--- src/dacu_pkg.sv ---
// Purpose: shared constants and state type for the current-DAC update control
// Assumes: byte-wide register bus with page select, one system clock
// Notes:   control register reset value of the persistence bit depends on reset cause
package dacu_pkg;

  // register addresses and pages
  localparam logic [7:0] ADDR_WORD_LOW  = 8'h96;
  localparam logic [7:0] ADDR_WORD_HIGH = 8'h97;
  localparam logic [7:0] ADDR_CONTROL   = 8'hB9;
  localparam logic [7:0] PAGE_DAC0      = 8'h00;
  localparam logic [7:0] PAGE_DAC1      = 8'h0F;

  // control register and low data byte field positions
  localparam int CTL_EN_BIT  = 7;
  localparam int CTL_CM_MSB  = 6;
  localparam int CTL_CM_LSB  = 4;
  localparam int CTL_RP_BIT  = 2;
  localparam int CTL_OMD_MSB = 1;
  localparam int CTL_OMD_LSB = 0;
  localparam int LOW_FIELD_MSB = 7;
  localparam int LOW_FIELD_LSB = 6;

  // update source codes
  localparam logic [2:0] CM_TIMER0 = 3'h0;
  localparam logic [2:0] CM_TIMERB = 3'h1;
  localparam logic [2:0] CM_TIMER2 = 3'h2;
  localparam logic [2:0] CM_TIMER3 = 3'h3;
  localparam logic [2:0] CM_RISE   = 3'h4;
  localparam logic [2:0] CM_FALL   = 3'h5;
  localparam logic [2:0] CM_ANY    = 3'h6;
  localparam logic [2:0] CM_WRITE  = 3'h7;

  // range codes
  localparam logic [1:0] OMD_HALF_MA = 2'h0;
  localparam logic [1:0] OMD_ONE_MA  = 2'h1;

  // reset values
  localparam logic       EN_RESET   = 1'h0;
  localparam logic [2:0] CM_RESET   = CM_WRITE;
  localparam logic       RP_RESET   = 1'h0;
  localparam logic [1:0] OMD_RESET  = 2'h2;
  localparam logic [7:0] HIGH_RESET = 8'h00;
  localparam logic [1:0] LOW_RESET  = 2'h0;
  localparam logic [9:0] WORD_RESET = 10'h000;
  localparam logic [7:0] READ_ZERO  = 8'h00;

  typedef struct packed {
    logic [7:0] high0;
    logic [1:0] low0;
    logic [9:0] out0;
    logic [7:0] high1;
    logic [1:0] low1;
    logic [9:0] out1;
    logic       en1;
    logic [2:0] cm1;
    logic       rp1;
    logic [1:0] omd1;
    logic [2:0] sync;
    logic [7:0] rdata;
  } dacu_state_t;

  typedef struct packed {
    logic t0;
    logic t1;
    logic t2;
    logic t3;
    logic t5;
  } dacu_timers_t;

endpackage

--- src/dacu_current_dac_update_control.sv ---
// Purpose: data word, update scheduling and control for two current DACs
// Assumes: bus and timer inputs synchronous to ref_clk; arst_n is power-on reset
// Notes:   warm_reset is any other reset source, a one-cycle synchronous pulse
`timescale 1ns/100ps
`default_nettype none

// Behaviour
// - Each DAC's high data byte holds word bits 9..2, fully readable and writable.
// - Each DAC's low data byte holds word bits 1..0 in its bits 7..6, left-justified.
// - Bits 5..0 of each low data byte read zero and ignore writes.
// - Update source codes 000..011 load the output on Timer 0, 5, 2 or 3 overflow.
// - Codes 100, 101, 110 load the output on a rising, falling or any strobe edge.
// - Code 111, the reset value, loads the output when the high byte is written.
// - With persistence clear, any reset clears the second DAC's enable.
// - With persistence set, non-power-on resets keep enable, configuration and output word.
// - The persistence bit is cleared by power-on reset or a control write, never by other resets.
// - Range field 00 gives 0.5 mA, 01 gives 1.0 mA, 1x gives 2.0 mA; reset selects 2.0 mA.
// - The second DAC decodes at 0xB9, 0x97, 0x96 on page F, the first at 0x97, 0x96 on page 0.
// - In timer or strobe modes both data bytes are held and copied only on the event.
// - In write mode a low byte write leaves the output unchanged until the next high byte write.
// - For the first DAC code 001 selects Timer 1 instead of Timer 5.
module dacu_current_dac_update_control
  import dacu_pkg::*;
(
  input  wire logic         ref_clk,
  input  wire logic         arst_n,
  input  wire logic         warm_reset,
  input  wire logic [7:0]   sfr_page,
  input  wire logic [7:0]   sfr_addr,
  input  wire logic         sfr_wr,
  input  wire logic         sfr_rd,
  input  wire logic [7:0]   sfr_wdata,
  output logic      [7:0]   sfr_rdata,
  input  wire dacu_timers_t timer_ovf,
  input  wire logic         conversion_strobe_pin,
  input  wire logic [2:0]   dac0_update_source,
  output logic      [9:0]   dac0_code,
  output logic      [9:0]   dac1_code,
  output logic              dac1_enable_bit,
  output logic      [1:0]   dac1_range_select
);

  //////////////////////////////////////////////////////////////////////////////
  // event selection

  dacu_state_t st;
  dacu_state_t next_st;

  function automatic logic pick_event(
    input logic [2:0] cm,
    input logic       tmr_b,
    input logic       rise,
    input logic       fall,
    input logic       t0,
    input logic       t2,
    input logic       t3
  );
    logic ev;
    ev = 1'b0;
    case (cm)
      CM_TIMER0: ev = t0;
      CM_TIMERB: ev = tmr_b;
      CM_TIMER2: ev = t2;
      CM_TIMER3: ev = t3;
      CM_RISE:   ev = rise;
      CM_FALL:   ev = fall;
      CM_ANY:    ev = rise | fall;
      default:   ev = 1'b0;
    endcase
    return ev;
  endfunction

  logic strobe_rise;
  logic strobe_fall;
  logic wr_low0;
  logic wr_high0;
  logic wr_low1;
  logic wr_high1;
  logic wr_ctl1;
  logic ev0;
  logic ev1;
  logic sel0;
  logic sel1;

  // sync[0] feeds only sync[1]; edges compare the settled stages
  assign strobe_rise = st.sync[1] & ~st.sync[2];
  assign strobe_fall = ~st.sync[1] & st.sync[2];

  assign sel0     = (sfr_page == PAGE_DAC0);
  assign sel1     = (sfr_page == PAGE_DAC1);
  assign wr_low0  = sfr_wr & sel0 & (sfr_addr == ADDR_WORD_LOW);
  assign wr_high0 = sfr_wr & sel0 & (sfr_addr == ADDR_WORD_HIGH);
  assign wr_low1  = sfr_wr & sel1 & (sfr_addr == ADDR_WORD_LOW);
  assign wr_high1 = sfr_wr & sel1 & (sfr_addr == ADDR_WORD_HIGH);
  assign wr_ctl1  = sfr_wr & sel1 & (sfr_addr == ADDR_CONTROL);

  assign ev0 = pick_event(dac0_update_source, timer_ovf.t1, strobe_rise, strobe_fall,
                          timer_ovf.t0, timer_ovf.t2, timer_ovf.t3);
  assign ev1 = pick_event(st.cm1, timer_ovf.t5, strobe_rise, strobe_fall,
                          timer_ovf.t0, timer_ovf.t2, timer_ovf.t3);

  //////////////////////////////////////////////////////////////////////////////
  // next state

  always_comb
  begin
    next_st = st;
    next_st.sync = {st.sync[1:0], conversion_strobe_pin};

    // events copy the held bytes present before this cycle's write
    if (ev0)
    begin
      next_st.out0 = {st.high0, st.low0};
    end
    if (ev1)
    begin
      next_st.out1 = {st.high1, st.low1};
    end

    if (wr_high0)
    begin
      next_st.high0 = sfr_wdata;
      if (dac0_update_source == CM_WRITE)
      begin
        next_st.out0 = {sfr_wdata, st.low0};
      end
    end
    if (wr_low0)
    begin
      next_st.low0 = sfr_wdata[LOW_FIELD_MSB:LOW_FIELD_LSB];
    end
    if (wr_high1)
    begin
      next_st.high1 = sfr_wdata;
      if (st.cm1 == CM_WRITE)
      begin
        next_st.out1 = {sfr_wdata, st.low1};
      end
    end
    if (wr_low1)
    begin
      next_st.low1 = sfr_wdata[LOW_FIELD_MSB:LOW_FIELD_LSB];
    end
    if (wr_ctl1)
    begin
      // bit 3 is simply not stored; persistence without enable is software's fault
      next_st.en1  = sfr_wdata[CTL_EN_BIT];
      next_st.cm1  = sfr_wdata[CTL_CM_MSB:CTL_CM_LSB];
      next_st.rp1  = sfr_wdata[CTL_RP_BIT];
      next_st.omd1 = sfr_wdata[CTL_OMD_MSB:CTL_OMD_LSB];
    end

    // register read, answered on the next edge
    if (sfr_rd)
    begin
      next_st.rdata = READ_ZERO;
      if (sel0 && sfr_addr == ADDR_WORD_HIGH)
      begin
        next_st.rdata = st.high0;
      end
      else if (sel0 && sfr_addr == ADDR_WORD_LOW)
      begin
        next_st.rdata = {st.low0, 6'h00};
      end
      else if (sel1 && sfr_addr == ADDR_WORD_HIGH)
      begin
        next_st.rdata = st.high1;
      end
      else if (sel1 && sfr_addr == ADDR_WORD_LOW)
      begin
        next_st.rdata = {st.low1, 6'h00};
      end
      else if (sel1 && sfr_addr == ADDR_CONTROL)
      begin
        next_st.rdata = {st.en1, st.cm1, 1'b0, st.rp1, st.omd1};
      end
    end

    // warm reset: the first DAC always reverts, the second only without persistence
    if (warm_reset)
    begin
      next_st.high0 = HIGH_RESET;
      next_st.low0  = LOW_RESET;
      next_st.out0  = WORD_RESET;
      next_st.rdata = READ_ZERO;
      if (!st.rp1)
      begin
        next_st.en1   = EN_RESET;
        next_st.cm1   = CM_RESET;
        next_st.omd1  = OMD_RESET;
        next_st.high1 = HIGH_RESET;
        next_st.low1  = LOW_RESET;
        next_st.out1  = WORD_RESET;
      end
      else
      begin
        next_st.en1  = st.en1;
        next_st.cm1  = st.cm1;
        next_st.omd1 = st.omd1;
        next_st.high1 = st.high1;
        next_st.low1  = st.low1;
        next_st.out1  = st.out1;
      end
      next_st.rp1 = st.rp1;
    end
  end

  //////////////////////////////////////////////////////////////////////////////
  // state register

  always_ff @(posedge ref_clk or negedge arst_n)
  begin
    if (!arst_n)
    begin
      st.high0 <= HIGH_RESET;
      st.low0  <= LOW_RESET;
      st.out0  <= WORD_RESET;
      st.high1 <= HIGH_RESET;
      st.low1  <= LOW_RESET;
      st.out1  <= WORD_RESET;
      st.en1   <= EN_RESET;
      st.cm1   <= CM_RESET;
      st.rp1   <= RP_RESET;
      st.omd1  <= OMD_RESET;
      st.sync  <= 3'h0;
      st.rdata <= READ_ZERO;
    end
    else
    begin
      st <= next_st;
    end
  end

  assign sfr_rdata         = st.rdata;
  assign dac0_code         = st.out0;
  assign dac1_code         = st.out1;
  assign dac1_enable_bit   = st.en1;
  assign dac1_range_select = st.omd1;
endmodule

`default_nettype wire

--- config.mk ---
export PLATFORM = sky130hd
export DESIGN_NAME = dacu_current_dac_update_control
export DESIGN_NICKNAME = d
export VERILOG_FILES = /design/src/dacu_pkg.sv /design/src/dacu_current_dac_update_control.sv
export SDC_FILE = /design/constraint.sdc
export NUM_CORES = 1
export LEC_CHECK = 0
export ABC_AREA = 0
export BUFFER_PORTS_ARGS = -buffer_cell sky130_fd_sc_hd__buf_4
export CAP_MARGIN = 20
export CORE_MARGIN = 4
export CORE_UTILIZATION = 43
export CTS_BUF_LIST = sky130_fd_sc_hd__clkbuf_16
export CTS_CLUSTER_DIAMETER = 40
export CTS_CLUSTER_SIZE = 25
export DETAILED_ROUTE_END_ITERATION = 12
export GPL_ROUTABILITY_DRIVEN = 0
export PLACE_DENSITY = 0.67
export SYNTH_ARGS = -nofsm -noshare
export SYNTH_HDL_FRONTEND = slang
export SYNTH_SLANG_ARGS = --single-unit
--- constraint.sdc ---
create_clock -name ref_clk -period 2 [get_ports ref_clk]
set_input_delay 0.4 -clock ref_clk [delete_from_list [all_inputs] [get_ports ref_clk]]
set_output_delay 0.4 -clock ref_clk [all_outputs]
set_load 0.02 [all_outputs]
==> qor.csv, run 1 <==
metric,value,unit
outcome,"finished, violations left",
failing checks,setup timing,
"delay-heaviest family, CP",multiplexers,
initial antenna violation count,0,
Die H,98.0,um
"Arr. time, crit path",2.42,ns
Yosys top cell area share,38.8,%
area of placed instances,4050,sq um
Diodes inserted,0,
fin crit period,2.22,ns
largest net degree at the start of global routing,59,
Finished Cell Area,4450,sq um
Power Total,0.00291,W
critical path's slowest cell,mux4_2,
Max Buffers Root-to-Sink,2,
fin crit share,111,%
# DRC,0,
Critical R2R Launch,next_st[10],
Syn Area/Cell,10.3,sq um
Hold Crit Class,input pin to asynchronous set/reset pin,
Die X,98.0,um
R2R Setup Slk,-0.22,ns
Worst Setup SP,next_st[10],
WP data required,2.20,ns
P&R area growth vs syn,27.8,%
Synth Instances,337,
RSZ-0062 raised after global routing,yes,
"Clk Latency, worst-skew pair",0.32,ns
maximum achievable frequency,450,MHz
number of cells on the critical path,8,
"most common cell after layout, fill and taps aside",buf_4,
H-tree levels,3,
top_reg_cell synth,dfrtp_1,
simple-gate share of the synthesized area,15.7,%
share of layout cells above drive strength 1,38.3,%
fill cell count,689,
R2R cell count,8,
PD cells,653,nW/um^2
wire per inst,17.8,um
Worst IR Drop VDD,506,uV
Core Box Area,7810,sq um
Adder-Cell Fraction of Synth Area,0.718,%
I/O Buffers,68,
RR Endpoint,dac0_code[3],
most frequent cells in the layout,"buf_4 (89), dfrtp_1 (54), mux2i_1 (49)",
Vias/cell,5.45,
worst slack at placement,-0.221,ns
Mapped Area,3480,sq um
HPWL after DPL,6230,um
Pre-antenna DRT Iters,4,
"Reg clk slew, reported paths",0.05,ns
TritonCTS Buffers,9,
dominant cells by area after synthesis,"dfrtp_1 (39%), mux2i_1 (16%), buf_4 (6.7%), mux2_2 (3.2%), nand2_1 (3.1%)",
Nets,435,
Post-Synth XOR/XNOR Area,0,%
Iter 0 DRT Violations,109,
Worst Path Buf+Inv,3,
"Distinct cells, synth",46,
Vias,2734,
Worst setup EP type,register,
Routed WL,8940,um
syn nets,377,
worst setup margin,-0.222,ns
Sink Count,58,
Yosys reg bits,58,
critical path class,register to register,
worst slew pin tran,0.746,ns
Slew HR,50.3,%
FP Rows,32,
via count of the first global-routing pass,2760,
post-synthesis async set-or-reset flop share,100,%
first-pass GRT wire length,14500,um
"Seq/Total Area, Yosys",41.8,%
"EDFF count, synth",0,
main combinational cell family by area after synthesis,multiplexers,
CP Launch Type,register,
grt ovf,0,
Final setup violation count,20,
delay of the slowest critical-path stage,0.49,ns
Clock Skew,0.00844,ns
gr usage total,18.7,%
post-synthesis compound-gate area fraction,10.6,%
Syn. warnings,0,
# IOs,69,
Starting Density,44.6,%
die area,9600,sq um
Lkg Pwr,2.01,nW
count of final max-slew check failures,0,
antenna-violating nets left,0,
critical-path cell list,ha_4 -> buf_4 -> inv_1 -> mux4_2 -> mux2i_4 -> clkbuf_16 -> mux2i_2 -> a211oi_2,
Yosys top cell by area,dfrtp_1,
Fin. Hold Viols,0,
CTS root buffer,clkbuf_16,
CTS tree,built,
critical-path maximum fanout,4,
MaxCap Viol Count,0,
post-synthesis mux area share,21.6,%
[flip-flops by register name, summed over array words and instances, names as in the netlist]
name / flops
dac0_code: 10
dac1_code: 10
dac1_enable_bit: 1
dac1_range_select: 2
next_st: 2
sfr_rdata: 8
st: 25
[report_power, final]
| group | total (W) | leakage [nW] | switching, W | internal [W] |
|---|---|---|---|---|
| Sequential | 0.00119 | 0.787 | 0.00000550 | 0.00118 |
| Clock | 0.00144 | 0.150 | 0.000504 | 0.000939 |
| Combinational | 0.000276 | 1.07 | 0.000144 | 0.000132 |
| Total | 0.00291 | 2.01 | 0.000654 | 0.00225 |
[kinds of logic (layout without fill, tap and decap cells)]
logic type / Yosys count / in the layout
muxes: 70 / 71
and+or+nand+nor: 102 / 102
AOI/OAI and AO/OA: 52 / 52
DFF: 58 / 58
adders and majority gates: 2 / 2
buffers and inverters: 53 / 115
[worst register-to-register path: cells and delay by family (launching register included)]
| kind | cells | cell delay (ns) |
|---|---|---|
| AOI/OAI and AO/OA | 1 | 0.08 |
| adders and majority gates | 1 | 0.29 |
| buffers and inverters | 3 | 0.33 |
| DFF | 1 | 0.41 |
| muxes | 3 | 0.99 |
[through the flow]
step / TNS, ns / utilization [%] / cells / hold WS (ns)
after floorplan: -0.199 / - / 337 / 0.104
after global placement: -0.971 / 51.8 / 482 / 0.364
after detailed placement: -1.59 / 51.8 / 482 / 0.340
after CTS: -1.57 / 55.9 / 500 / 0.174
after global routing: -4.81 / 57.0 / 502 / 0.183
final: -3.08 / 57.0 / 502 / 0.137
[synthesized netlist by cell type (2+ instances only)]
master,instances
a211oi_2,8
a22oi_1,7
a311oi_1,5
and2_1,2
and3_1,3
buf_2,2
buf_4,31
buf_6,2
clkbuf_1,13
dfrtp_1,54
dfstp_2,4
ha_1,2
inv_1,4
mux2_1,2
mux2_2,10
mux2i_1,55
mux4_2,2
nand2_1,29
nand2b_1,4
nand3_1,13
nand4_2,2
nor2_1,27
nor2_2,2
nor2b_1,5
o21ai_0,21
o21ai_1,8
[metal layers]
layer	part of all wire (%)	GRT usage (%)
met4	0.91	3.83
met2	48	29.6
met5	0	0
met1	45	25.2
met3	6.3	5.93
[area by class of cell]
| type | instances | area, sq um | share of cell area (%) |
|---|---|---|---|
| Clock inverter | 7 | 55.1 | 1.24 |
| Clock buffer | 9 | 225 | 5.06 |
| Tap cell | 102 | 128 | 2.87 |
| Sequential cell | 58 | 1460 | 32.7 |
| Inverter | 4 | 15.0 | 0.337 |
| Timing Repair Buffer | 95 | 793 | 17.8 |
| Multi-Input combinational cell | 227 | 1780 | 40.0 |
[worst max-delay path by stage]
stage	endpoint
after global routing	dac0_code[6]
after CTS	dac1_code[4]
after floorplan	dac1_code[3]
after detailed placement	dac1_code[4]
after global placement	dac1_code[4]
final	dac0_code[3]
[what timing repair did]
action / in CTS / in global routing
endpoints found under the setup margin: 19 / 20
hold buffers: 0 / 0
setup buffers: 1 / 1
pin swaps: 0 / 5
gates cloned: 1 / 1
gates resized for setup: 3 / 12
No activity file was read; power rests on OpenSTA's default activity.
==> inputs of run 2 (changes only) <==
--- a/config.mk
+++ b/config.mk
@@ -8,6 +8,7 @@
 export ABC_AREA = 0
 export BUFFER_PORTS_ARGS = -buffer_cell sky130_fd_sc_hd__buf_4
 export CAP_MARGIN = 20
+export CORE_ASPECT_RATIO = 1.1
 export CORE_MARGIN = 4
 export CORE_UTILIZATION = 43
 export CTS_BUF_LIST = sky130_fd_sc_hd__clkbuf_16
==> run 2 against run 1 <==
Effect of this change: the flow still finishes with violations (setup timing); total power fell by 3.1%; highest routed layer unchanged; maximum frequency rose by 2.8%; global-route usage fell by 0.24 points; cell count rose by 0.60%.
==> qor.csv, run 2 (synthesis results as in run 1) <==
metric,value,unit,change
outcome,"finished, violations left",,
failing checks,setup timing,,
most frequent cells in the layout,"buf_4 (86), dfrtp_1 (54), mux2i_1 (50)",,
count of final max-slew check failures,0,,unchanged
antenna-violating nets left,0,,unchanged
Worst IR Drop VDD,533,uV,+5.5%
Fin Setup TNS,-1.87,ns,+1.21 ns
CTS root buffer,clkbuf_16,,
Die H,102,um,+4.5%
"Arr. time, crit path",2.36,ns,-0.06 ns
worst slack at placement,-0.194,ns,+0.0276 ns
# DRC,0,,unchanged
grt ovf,0,,unchanged
Starting Density,44.0,%,-0.59 points
fin crit period,2.16,ns,-0.0607 ns
Core Box Area,7910,sq um,+1.3%
# IOs,69,,unchanged
hold_buf cts,0,,unchanged
via count of the first global-routing pass,2749,,-0.40%
CTS tree,built,,
FP Rows,34,,+6.3%
worst slew pin tran,0.744,ns,-0.00216 ns
largest reg by FF count,st,,
WP data required,2.20,ns,about the same
Non-Filler Instances,505,,+0.60%
"Clk Latency, worst-skew pair",0.32,ns,about the same
fin crit share,108,%,-3.0 points
Diodes inserted,0,,unchanged
share of layout cells above drive strength 1,39.0,%,+0.79 points
initial antenna violation count,0,,unchanged
worst setup margin,-0.161,ns,+0.0607 ns
Sink Count,58,,unchanged
critical-path maximum fanout,5,,+1
Vias/cell,5.31,,-2.6%
TritonCTS Buffers,9,,unchanged
MaxCap Viol Count,0,,unchanged
largest net degree at the start of global routing,59,,unchanged
first-pass GRT wire length,13600,um,-6.1%
"Reg clk slew, reported paths",0.06,ns,about the same
Largest register FFs,25,,unchanged
Slew HR,50.4,%,+0.14 points
critical path class,register to register,,
"most common cell after layout, fill and taps aside",buf_4,,
PD cells,639,nW/um^2,-2.1%
HPWL after DPL,6060,um,-2.8%
die area,9610,sq um,about the same
wire per inst,16.8,um,-5.9%
Worst setup EP type,register,,
CP Launch Type,register,,
Iter 0 DRT Violations,172,,+58%
Pre-antenna DRT Iters,4,,unchanged
I/O Buffers,68,,unchanged
placed cells,486,,+0.83%
Hold Crit Class,input pin to asynchronous set/reset pin,,
Final setup violation count,20,,unchanged
Power Total,0.00282,W,-3.1%
H-tree levels,3,,unchanged
Lkg Pwr,1.96,nW,-2.3%
Die X,93.8,um,-4.3%
Routed WL,8460,um,-5.3%
Nets,432,,-0.69%
Max Buffers Root-to-Sink,2,,unchanged
RSZ-0062 raised after global routing,yes,,
Vias,2680,,-2.0%
maximum achievable frequency,463,MHz,+2.8%
Fin. Hold Viols,0,,unchanged
P&R area growth vs syn,26.6,%,
gr usage total,18.4,%,-0.24 points
Clock Skew,0.00788,ns,-0.000561 ns
-- run 2: cell count changes in the layout (fill, tap and decap cells not counted), sizes merged --
cell | previous run | this run
buf | 94 | 92
clkinv | 3 | 4
clkbuf | 10 | 9
clkinvlp | 0 | 3
inv | 7 | 4
bufinv | 1 | 0
-- run 2: worst max-delay path, stage by stage, from the launching register on --
cell	delay, ns
dfrtp_1	0.39
inv_2	0.08
ha_4	0.20
or2_1	0.22
mux4_2	0.60
mux2_4	0.33
mux2i_1	0.13
o21ai_1	0.07
-- run 2: final timing paths --
check                                 startpoint      endpoint  slack [ns]  depth (start not counted)
setup / recovery                          st[10]  dac1_code[4]       -0.16                          7
hold / removal                            arst_n  dac0_code[3]        0.13                          1
setup reg to reg                          st[10]  dac1_code[4]       -0.16                          7
hold reg to reg                       next_st[9]   next_st[10]        0.35                          0
max in group asynchronous                 arst_n  dac0_code[6]        1.36                          1
min in group ref_clk       conversion_strobe_pin    next_st[9]        0.19                          1
-- run 2: repair_timing --
action                     4_1_cts  5_1_grt
setup endpoints to repair       10       20
cloned                           1        0
pin swaps                        4        3
buffers inserted                 1        1
resized for setup                4       14
-- run 2: routing by layer --
metal  track usage (%)  vias up  wire length [um]
met5                 0        -                 0
met4              6.44        0               108
met3              3.31        8               326
met2              30.3       69              4230
met1              24.5     1320              3800
li1                  -     1283                 -
-- run 2: through the flow --
stage | utilization (%) | hold WS [ns] | instance area (sq um)
detailed placement | 51.0 | 0.338 | 4040
global placement | 51.0 | 0.334 | 4040
global route | 55.7 | 0.181 | 4410
finish | 55.7 | 0.127 | 4410
floorplan | - | 0.104 | 3490
CTS | 55.0 | 0.169 | 4350
-- run 2: report_power, final --
part	total [W]	internal (W)	switching, W
clock	0.00137	0.000831	0.000543
sequential	0.00119	0.00118	0.00000523
combinational	0.000257	0.000122	0.000136
-- run 2: area by class of cell --
cell class / count / area [sq um]
repair buffers: 92 / 757
flip-flops and latches: 58 / 1460
inverters: 4 / 15.0
fillers: 717 / 3500
clock inverters: 7 / 46.3
clock buffers: 9 / 225
well taps: 108 / 135
multi-input cells: 227 / 1780
